==> config.mk <==
export PLATFORM = sky130hd
export DESIGN_NAME = hsp_top
export DESIGN_NICKNAME = d
export VERILOG_FILES = /design/src/hsp_pkg.sv /design/src/hsp_cmd_mem.sv /design/src/hsp_top.sv
export SDC_FILE = /design/constraint.sdc
export NUM_CORES = 1
export LEC_CHECK = 0
export ABC_CLOCK_PERIOD_IN_PS = 5300
export BUFFER_PORTS_ARGS = -buffer_cell sky130_fd_sc_hd__buf_4
export CAP_MARGIN = 20
export CORE_MARGIN = 2
export CORE_UTILIZATION = 35
export CTS_CLUSTER_SIZE = 8
export DETAILED_ROUTE_END_ITERATION = 7
export PLACE_DENSITY = 0.51
export RECOVER_POWER = 25
export SETUP_SLACK_MARGIN = 0.02
export SKIP_CTS_REPAIR_TIMING = 1
export SLEW_MARGIN = 20
export SYNTH_ARGS = -nofsm -noshare
export SYNTH_HDL_FRONTEND = slang
export SYNTH_SLANG_ARGS = --single-unit
==> constraint.sdc <==
create_clock -name clk -period 5.3 [get_ports clk]
set_clock_uncertainty 0.15 [all_clocks]
set_input_delay 0.265 -clock clk [delete_from_list [all_inputs] [get_ports clk]]
set_output_delay 0.265 -clock clk [all_outputs]
set_load 0.01 [all_outputs]
==> src/hsp_pkg.sv <==
package hsp_pkg;
    // register bus
    localparam int         APB_AW        = 8;
    localparam int         APB_DW        = 32;
    localparam logic [7:0] OFS_CTRL      = 8'h00;
    localparam logic [7:0] OFS_STATUS    = 8'h04;
    localparam logic [7:0] OFS_FRAMES    = 8'h08;
    localparam int         CTRL_HOST_BIT = 0;
    localparam logic       CTRL_HOST_RST = 1'b0;
    localparam int         ST_CODER_BIT  = 0;
    localparam int         ST_RXOFF_LSB  = 1;
    localparam int         ST_INV_BIT    = 4;
    localparam int         ST_BUSY_BIT   = 5;
    localparam int         FRAME_CW      = 8;

    // channels and serial command port
    localparam int         NCH           = 3;
    localparam int         CMD_AW        = 5;
    localparam int         CMD_DW        = 8;
    localparam int         CNT_W         = 4;
    localparam logic [7:0] CMD_DEFAULT   = 8'h00;
    localparam int         CFG_CODER_BIT = 0;
    localparam int         CFG_RXOFF_LSB = 1;
    localparam int         CFG_INV_BIT   = 4;
    localparam logic       RW_READ       = 1'b1;

    // synchronised pin vector layout
    localparam int          PIN_CS      = 0;
    localparam int          PIN_SDI     = 1;
    localparam int          PIN_SCLK    = 2;
    localparam int          PIN_RX2     = 3;
    localparam int          PIN_CMD_REG_RESET_N    = 4;
    localparam int          PIN_CLK_LSB = 5;
    localparam int          PIN_POS_LSB = 8;
    localparam int          PIN_NEG_LSB = 11;
    localparam int          NPIN        = 14;
    // select and register-reset pins idle high
    localparam logic [13:0] SYNC_RST    = 14'h0011;

    typedef enum logic [4:0] {
        SP_IDLE  = 5'b00001,
        SP_ADDR  = 5'b00010,
        SP_WDATA = 5'b00100,
        SP_RDATA = 5'b01000,
        SP_DONE  = 5'b10000
    } hsp_sp_state_t;
endpackage

==> src/hsp_cmd_mem.sv <==
`timescale 1ns/1ps
module hsp_cmd_mem #(
    parameter int             AW      = hsp_pkg::CMD_AW,
    parameter int             DW      = hsp_pkg::CMD_DW,
    parameter logic [DW-1:0]  RST_VAL = hsp_pkg::CMD_DEFAULT
) (
    input  wire logic          clk,
    input  wire logic          nrst,
    input  wire logic          clear,
    input  wire logic          we,
    input  wire logic [AW-1:0] waddr,
    input  wire logic [DW-1:0] wdata,
    input  wire logic          re,
    input  wire logic [AW-1:0] raddr,
    output logic      [DW-1:0] rdata,
    output logic      [DW-1:0] word0
);
    import hsp_pkg::*;

    logic [DW-1:0] ent [2**AW];
    logic [DW-1:0] rdata_reg;
    logic [DW-1:0] rdata_next;

    for (genvar i = 0; i < 2**AW; i++) begin : g_ent
        logic [DW-1:0] q_reg;
        logic [DW-1:0] q_next;
        always_comb begin
            q_next = q_reg;
            if (clear) begin
                q_next = RST_VAL;
            end else if (we && waddr == AW'(i)) begin
                q_next = wdata;
            end
        end
        always_ff @(posedge clk or negedge nrst) begin
            if (!nrst) begin
                q_reg <= RST_VAL;
            end else begin
                q_reg <= q_next;
            end
        end
        assign ent[i] = q_reg;
    end

    always_comb begin
        rdata_next = re ? ent[raddr] : rdata_reg;
    end

    always_ff @(posedge clk or negedge nrst) begin
        if (!nrst) begin
            rdata_reg <= RST_VAL;
        end else begin
            rdata_reg <= rdata_next;
        end
    end

    assign rdata = rdata_reg;
    assign word0 = ent[0];
endmodule

==> src/hsp_top.sv <==
// Implementation choices: the address map and the APB interface to the registers.
`timescale 1ns/1ps
// Summary of operation
// - host mode: serial port; hardware mode: static config
// - coder-disable high gives plain AMI coding
// - coder-disable low enables zero-substitution coder
// - one coder-disable bit serves all channels
// - serial input sampled on serial clock rise
// - read data driven out on serial clock fall
// - channel 0 receiver off when its pin high
// - channel 1 receiver off when its pin high
// - channel 2 receiver off when its pin high
// - register-reset low restores command register defaults
// - invert high: inverted clock, data on falling edge
// - invert low: data launched on clock rising edge
module hsp_top (
    input  wire logic                       clk,
    input  wire logic                       nrst,
    input  wire logic [hsp_pkg::APB_AW-1:0] paddr,
    input  wire logic                       psel,
    input  wire logic                       penable,
    input  wire logic                       pwrite,
    input  wire logic [hsp_pkg::APB_DW-1:0] pwdata,
    output logic      [hsp_pkg::APB_DW-1:0] prdata,
    output logic                            pready,
    output logic                            pslverr,
    input  wire logic                       cs_n_coder_disable,
    input  wire logic                       serial_in_rx_shutdown_ch0,
    input  wire logic                       sclk_rx_shutdown_ch1,
    input  wire logic                       rx_shutdown_ch2,
    input  wire logic                       cmd_reg_reset_n_clock_invert,
    output logic                            serial_out,
    output logic                            serial_out_oe,
    output logic                            line_coder_disable,
    output logic      [hsp_pkg::NCH-1:0]    rx_shutdown,
    output logic                            recovered_clock_invert,
    input  wire logic [hsp_pkg::NCH-1:0]    cdr_clock,
    input  wire logic [hsp_pkg::NCH-1:0]    cdr_pos,
    input  wire logic [hsp_pkg::NCH-1:0]    cdr_neg,
    output logic      [hsp_pkg::NCH-1:0]    recovered_clock,
    output logic      [hsp_pkg::NCH-1:0]    recovered_pos_rail,
    output logic      [hsp_pkg::NCH-1:0]    recovered_neg_rail
);
    import hsp_pkg::*;

    // pin synchronisers
    logic [NPIN-1:0] pin_raw;
    logic [NPIN-1:0] s1_reg;
    logic [NPIN-1:0] s2_reg;
    logic [NPIN-1:0] last_reg;

    assign pin_raw = {cdr_neg, cdr_pos, cdr_clock, cmd_reg_reset_n_clock_invert,
                      rx_shutdown_ch2, sclk_rx_shutdown_ch1,
                      serial_in_rx_shutdown_ch0, cs_n_coder_disable};

    always_ff @(posedge clk or negedge nrst) begin
        if (!nrst) begin
            s1_reg   <= SYNC_RST;
            s2_reg   <= SYNC_RST;
            last_reg <= SYNC_RST;
        end else begin
            s1_reg   <= pin_raw;
            s2_reg   <= s1_reg;
            last_reg <= s2_reg;
        end
    end

    logic cs_s;
    logic sdi_s;
    logic sclk_s;
    logic rx2_s;
    logic cmd_reg_reset_n_s;
    logic sclk_rise;
    logic sclk_fall;

    assign cs_s   = s2_reg[PIN_CS];
    assign sdi_s  = s2_reg[PIN_SDI];
    assign sclk_s = s2_reg[PIN_SCLK];
    assign rx2_s  = s2_reg[PIN_RX2];
    assign cmd_reg_reset_n_s = s2_reg[PIN_CMD_REG_RESET_N];

    logic host_mode_reg;
    logic host_mode_next;

    assign sclk_rise = host_mode_reg && !cs_s && sclk_s && !last_reg[PIN_SCLK];
    assign sclk_fall = host_mode_reg && !cs_s && !sclk_s && last_reg[PIN_SCLK];

    // command register file
    logic              mem_we;
    logic              mem_re;
    logic              mem_clear;
    logic [CMD_DW-1:0] mem_rdata;
    logic [CMD_DW-1:0] cmd_word0;
    logic [CMD_AW-1:0] addr_reg;
    logic [CMD_AW-1:0] addr_next;
    logic [CMD_DW-1:0] sh_reg;
    logic [CMD_DW-1:0] sh_next;

    assign mem_clear = host_mode_reg && !cmd_reg_reset_n_s;

    hsp_cmd_mem #(
        .AW      (CMD_AW),
        .DW      (CMD_DW),
        .RST_VAL (CMD_DEFAULT)
    ) u_mem (
        .clk   (clk),
        .nrst  (nrst),
        .clear (mem_clear),
        .we    (mem_we),
        .waddr (addr_reg),
        .wdata ({sh_reg[CMD_DW-2:0], sdi_s}),
        .re    (mem_re),
        .raddr (addr_next),
        .rdata (mem_rdata),
        .word0 (cmd_word0)
    );

    // serial command port
    hsp_sp_state_t       st_reg;
    hsp_sp_state_t       st_next;
    logic [CNT_W-1:0]    cnt_reg;
    logic [CNT_W-1:0]    cnt_next;
    logic                rw_reg;
    logic                rw_next;
    logic [CMD_DW-1:0]   osh_reg;
    logic [CMD_DW-1:0]   osh_next;
    logic                sout_reg;
    logic                sout_next;
    logic                soe_reg;
    logic                soe_next;
    logic                rd_pend_reg;
    logic                rd_pend_next;
    logic [FRAME_CW-1:0] frames_reg;
    logic [FRAME_CW-1:0] frames_next;

    always_comb begin
        st_next      = st_reg;
        cnt_next     = cnt_reg;
        rw_next      = rw_reg;
        addr_next    = addr_reg;
        sh_next      = sh_reg;
        osh_next     = rd_pend_reg ? mem_rdata : osh_reg;
        sout_next    = sout_reg;
        soe_next     = soe_reg;
        rd_pend_next = 1'b0;
        frames_next  = frames_reg;
        mem_we       = 1'b0;
        mem_re       = 1'b0;
        if (!host_mode_reg || cs_s) begin
            st_next  = SP_IDLE;
            cnt_next = '0;
            soe_next = 1'b0;
        end else begin
            case (st_reg)
                SP_IDLE: begin
                    if (sclk_rise) begin
                        rw_next  = sdi_s;
                        cnt_next = '0;
                        st_next  = SP_ADDR;
                    end
                end
                SP_ADDR: begin
                    if (sclk_rise) begin
                        addr_next = {addr_reg[CMD_AW-2:0], sdi_s};
                        cnt_next  = cnt_reg + 1'b1;
                        if (cnt_reg == CNT_W'(CMD_AW - 1)) begin
                            cnt_next = '0;
                            if (rw_reg == RW_READ) begin
                                mem_re       = 1'b1;
                                rd_pend_next = 1'b1;
                                st_next      = SP_RDATA;
                            end else begin
                                st_next = SP_WDATA;
                            end
                        end
                    end
                end
                SP_WDATA: begin
                    if (sclk_rise) begin
                        sh_next  = {sh_reg[CMD_DW-2:0], sdi_s};
                        cnt_next = cnt_reg + 1'b1;
                        if (cnt_reg == CNT_W'(CMD_DW - 1)) begin
                            mem_we      = 1'b1;
                            frames_next = frames_reg + 1'b1;
                            st_next     = SP_DONE;
                        end
                    end
                end
                SP_RDATA: begin
                    if (sclk_fall) begin
                        sout_next = osh_reg[CMD_DW-1];
                        osh_next  = {osh_reg[CMD_DW-2:0], 1'b0};
                        soe_next  = 1'b1;
                        cnt_next  = cnt_reg + 1'b1;
                        if (cnt_reg == CNT_W'(CMD_DW - 1)) begin
                            frames_next = frames_reg + 1'b1;
                            st_next     = SP_DONE;
                        end
                    end
                end
                SP_DONE: begin
                    st_next = SP_DONE;
                end
                default: begin
                    st_next = SP_IDLE;
                end
            endcase
        end
    end

    always_ff @(posedge clk or negedge nrst) begin
        if (!nrst) begin
            st_reg      <= SP_IDLE;
            cnt_reg     <= '0;
            rw_reg      <= 1'b0;
            addr_reg    <= '0;
            sh_reg      <= '0;
            osh_reg     <= '0;
            sout_reg    <= 1'b0;
            soe_reg     <= 1'b0;
            rd_pend_reg <= 1'b0;
            frames_reg  <= '0;
        end else begin
            st_reg      <= st_next;
            cnt_reg     <= cnt_next;
            rw_reg      <= rw_next;
            addr_reg    <= addr_next;
            sh_reg      <= sh_next;
            osh_reg     <= osh_next;
            sout_reg    <= sout_next;
            soe_reg     <= soe_next;
            rd_pend_reg <= rd_pend_next;
            frames_reg  <= frames_next;
        end
    end

    // static configuration select
    logic           coder_reg;
    logic           coder_next;
    logic [NCH-1:0] rxoff_reg;
    logic [NCH-1:0] rxoff_next;
    logic           inv_reg;
    logic           inv_next;

    always_comb begin
        if (host_mode_reg) begin
            coder_next = cmd_word0[CFG_CODER_BIT];
            rxoff_next = cmd_word0[CFG_RXOFF_LSB +: NCH];
            inv_next   = cmd_word0[CFG_INV_BIT];
        end else begin
            coder_next = cs_s;
            rxoff_next = {rx2_s, sclk_s, sdi_s};
            inv_next   = cmd_reg_reset_n_s;
        end
    end

    always_ff @(posedge clk or negedge nrst) begin
        if (!nrst) begin
            coder_reg <= 1'b0;
            rxoff_reg <= '0;
            inv_reg   <= 1'b0;
        end else begin
            coder_reg <= coder_next;
            rxoff_reg <= rxoff_next;
            inv_reg   <= inv_next;
        end
    end

    // recovered clock and rail launch per channel
    for (genvar c = 0; c < NCH; c++) begin : g_ch
        logic rise;
        logic clk_reg;
        logic clk_next;
        logic pos_reg;
        logic pos_next;
        logic neg_reg;
        logic neg_next;

        assign rise = s2_reg[PIN_CLK_LSB+c] && !last_reg[PIN_CLK_LSB+c];

        always_comb begin
            clk_next = s2_reg[PIN_CLK_LSB+c] ^ inv_reg;
            pos_next = rise ? s2_reg[PIN_POS_LSB+c] : pos_reg;
            neg_next = rise ? s2_reg[PIN_NEG_LSB+c] : neg_reg;
        end

        always_ff @(posedge clk or negedge nrst) begin
            if (!nrst) begin
                clk_reg <= 1'b0;
                pos_reg <= 1'b0;
                neg_reg <= 1'b0;
            end else begin
                clk_reg <= clk_next;
                pos_reg <= pos_next;
                neg_reg <= neg_next;
            end
        end

        assign recovered_clock[c]    = clk_reg;
        assign recovered_pos_rail[c] = pos_reg;
        assign recovered_neg_rail[c] = neg_reg;
    end

    // apb slave, no wait states
    logic              setup;
    logic              access;
    logic              mapped;
    logic [APB_DW-1:0] rd_val;
    logic [APB_DW-1:0] prdata_reg;
    logic [APB_DW-1:0] prdata_next;
    logic              pready_reg;
    logic              pready_next;
    logic              pslverr_reg;
    logic              pslverr_next;

    assign setup  = psel && !penable;
    assign access = psel && penable && pready_reg;

    always_comb begin
        rd_val = '0;
        mapped = 1'b1;
        case (paddr)
            OFS_CTRL: rd_val[CTRL_HOST_BIT] = host_mode_reg;
            OFS_STATUS: begin
                rd_val[ST_CODER_BIT]             = coder_reg;
                rd_val[ST_RXOFF_LSB +: NCH]      = rxoff_reg;
                rd_val[ST_INV_BIT]               = inv_reg;
                rd_val[ST_BUSY_BIT]              = st_reg != SP_IDLE;
            end
            OFS_FRAMES: rd_val[FRAME_CW-1:0] = frames_reg;
            default: mapped = 1'b0;
        endcase
        pready_next    = setup;
        pslverr_next   = setup && !mapped;
        prdata_next    = setup ? rd_val : prdata_reg;
        host_mode_next = host_mode_reg;
        if (access && pwrite && paddr == OFS_CTRL) begin
            host_mode_next = pwdata[CTRL_HOST_BIT];
        end
    end

    always_ff @(posedge clk or negedge nrst) begin
        if (!nrst) begin
            prdata_reg    <= '0;
            pready_reg    <= 1'b0;
            pslverr_reg   <= 1'b0;
            host_mode_reg <= CTRL_HOST_RST;
        end else begin
            prdata_reg    <= prdata_next;
            pready_reg    <= pready_next;
            pslverr_reg   <= pslverr_next;
            host_mode_reg <= host_mode_next;
        end
    end

    assign prdata                 = prdata_reg;
    assign pready                 = pready_reg;
    assign pslverr                = pslverr_reg;
    assign serial_out             = sout_reg;
    assign serial_out_oe          = soe_reg;
    assign line_coder_disable     = coder_reg;
    assign rx_shutdown            = rxoff_reg;
    assign recovered_clock_invert = inv_reg;
endmodule
==> impl_metrics.py <==
metrics = {
    "die": {
        "die_area_um2": 51600,
        "die_w_um": 227,
        "rows": 81,
        "io_pins": 109,
        "core-area_um2": 49100,
        "die-height_um": 227,
        "start_util": 0.356,
    },
    "synth": {
        "synth.distinct_cells": 63,
        "synth_edf_count": 0,
        "synth_xor_area_frac": 0.00602,
        "ys_seq_elements": 362,
        "yosysSeqAreaShare": 0.520,
        "synth-simple-area-share": 0.172,
        "muxShareOfSynthArea": 0.0750,
        "synth_warnings": 0,
        "yosys.area_share.adder": 0.00215,
        "synth_top_family_by_area": "simple AND/OR/NAND/NOR gates",
        "synthCells": 1889,
        "syn_area_um2": 17400,
        "async_reset_ff_frac": 1.00,
        "synth_ff_type": "dfrtp_1",
        "synth_compound_area_frac": 0.171,
        "syn_area_per_cell_um2": 9.23,
    },
    "job": {
        "max_cap_viol_count": 1,
    },
    "setup_path": {
        "crit_type": "reg2reg",
        "crit_path_end_kind": "flip-flop",
        "cp_data_arrival_time_ps": 4470,
        "worst-endpoint-required_ps": 5570,
        "crit_path_start_kind": "flip-flop",
        "path_max_fanout": 37,
        "reg2reg_depth": 11,
    },
    "route": {
        "ant_nets": 0,
        "via_per_inst": 5.42,
        "vias": 14000,
        "wl_per_cell_um": 20.0,
        "drtIter0Drc": 1146,
        "firstDrtPassIters": 5,
        "drc": 0,
        "routed_wl_mm": 51.7,
    },
    "cells_and_area": {
        "design_area_um2": 19800,
        "largest_reg_flops": 248,
        "drive_gt1_frac": 0.105,
        "n_antenna_cell": 0,
        "fin_util": 0.403,
        "nFillCells": 4981,
        "final_common_cell": "dfrtp_1",
        "layout.nets": 1963,
        "syn2layout_area_growth_pct": 13.4,
        "mostFrequentLayoutCells": "dfrtp_1 (357), nand2_1 (342), a21oi_1 (277)",
    },
    "timing": {
        "period_needed_ps": 4200,
        "drv_slew": 104,
        "max_freq_mhz": 238,
        "worstMarginPinSlew_ps": 2860,
        "finalCritPeriodShare": 0.792,
        "rsz0062_at_grt": "false",
        "setup_viol": 0,
        "setup_tns_ps": 0,
        "slew_headroom": -0.906,
        "hold_viol_final": 0,
        "fin_ws_ps": 1100,
    },
    "run_status": {
        "status": "complete, but fails checks",
        "violations": "capacitance limit, slew limit",
    },
    "clock_network": {
        "cts_buffers": 51,
        "clock-sinks": 362,
        "clkLatencyLatePin_ps": 600,
        "clockBufferDepth": 3,
        "cts_max_level": 2,
        "clk_pin_slew_ps": 50,
        "cts_tree": "built",
        "root_buffer": "clkbuf_16",
    },
    "place": {
        "place_congestion": 0.782,
        "dp_hpwl_mm": 31.2,
        "place.port_buffers": 53,
        "dpl_cell_area_um2": 18300,
        "dp_slack_ps": 1270,
    },
    "global_route": {
        "grt_pass1_wl_mm": 81.1,
        "grt.overflow.total": 0,
        "grt_max_degree": 105,
        "grt_pass1_vias": 13600,
        "antenna_found_initial": 0,
        "track_usage": 0.203,
    },
    "worst_hold_path": {
        "hold_path.class": "in2reg",
        "holdPathStages": 6,
    },
    "power_and_ir_drop": {
        "power_density_nw_per_um2": 297,
        "cellLeakagePower_nw": 8.70,
        "vdd_drop_max_v": 0.000229,
    },
}
[power breakdown]
group          internal, mW  switching (mW)
clock network          1.73            1.21
registers              2.79          0.0121
logic                0.0414          0.0971
[worst max-delay path: stages, from the launching register on]
cell	delay, ps
dfrtp_1	340
clkbuf_1	410
nor4bb_1	360
buf_4	210
a31oi_1	90
buf_4	250
nor2_4	160
buf_4	450
mux2i_1	350
a22oi_1	140
a2111oi_0	900
a211oi_1	170
[cell usage after synthesis (6+ instances only)]
library cell  number  area (um2)
a2111oi_0          9        78.8
a211oi_1          31         233
a21oi_1          277        1390
a22oi_1           21         158
a311o_1            8        80.1
and3_1            20         125
buf_1              8        30.0
buf_2             14        70.1
buf_4             39         293
clkbuf_1         118         443
dfrtp_1          357        8930
inv_1             10        37.5
mux2_2            37         417
mux2i_1           88         881
nand2_1          342        1280
nand2b_1           8        50.1
nand3_1          129         646
nor2_1           106         398
nor2b_1            8        50.1
nor3_1             7        35.0
nor3_4             6        97.6
o211a_1            8        80.1
o211ai_1          10        75.1
o21a_1             7        52.6
o21ai_0          130         651
xor2_1             7        61.3
[worst paths after layout]
check,startpoint,end,slack (ps)
min,paddr[4],prdata[7],130
min reg2reg,s1_reg[9],s2_reg[9],190
max in group asynchronous,nrst,u_mem.g_ent[13].q_reg[2],1350
min in group asynchronous,nrst,g_ch[1].clk_reg,880
max reg2reg,host_mode_reg,u_mem.rdata[1],1100
max,host_mode_reg,u_mem.rdata[1],1100
[cell families (layout without fill, tap and decap cells)]
family	after synthesis	count (layout)
compound gates	523	523
buf+inv	196	199
flops	362	362
mux	126	126
fa+ha+maj	3	3
simple gates	666	666
xor+xnor	12	12
other cells	1	24
[metal layers]
layer / wire length [um] / part of all wire / global-route usage / vias up
met1: 23900 / 0.46 / 0.289 / 7017
met4: 1100 / 0.021 / 0.0609 / 0
met3: 2540 / 0.049 / 0.0276 / 74
met5: 0 / 0 / 0 / -
met2: 24100 / 0.47 / 0.320 / 354
li1: - / - / - / 6543
[final cells by class]
| cell class | instances | area [um2] | share of cell area |
|---|---|---|---|
| Sequential cell | 362 | 9060 | 0.458 |
| Multi-Input combinational cell | 1354 | 7560 | 0.382 |
| Clock buffer | 63 | 1320 | 0.0668 |
| Timing Repair Buffer | 120 | 893 | 0.0452 |
| Tap cell | 664 | 831 | 0.0420 |
| Clock inverter | 4 | 60.1 | 0.00304 |
| Inverter | 12 | 46.3 | 0.00234 |
[per-stage QoR]
step                std cells  total power, mW  hold WS [ps]
finish                   2579             5.88           133
global route             2579             6.10           168
CTS                      2555             5.97          -419
detailed placement       2488             2.99           185
global placement         2488             2.99           184
floorplan                1912             2.91          -181
Power figures use the tool's default switching activity.
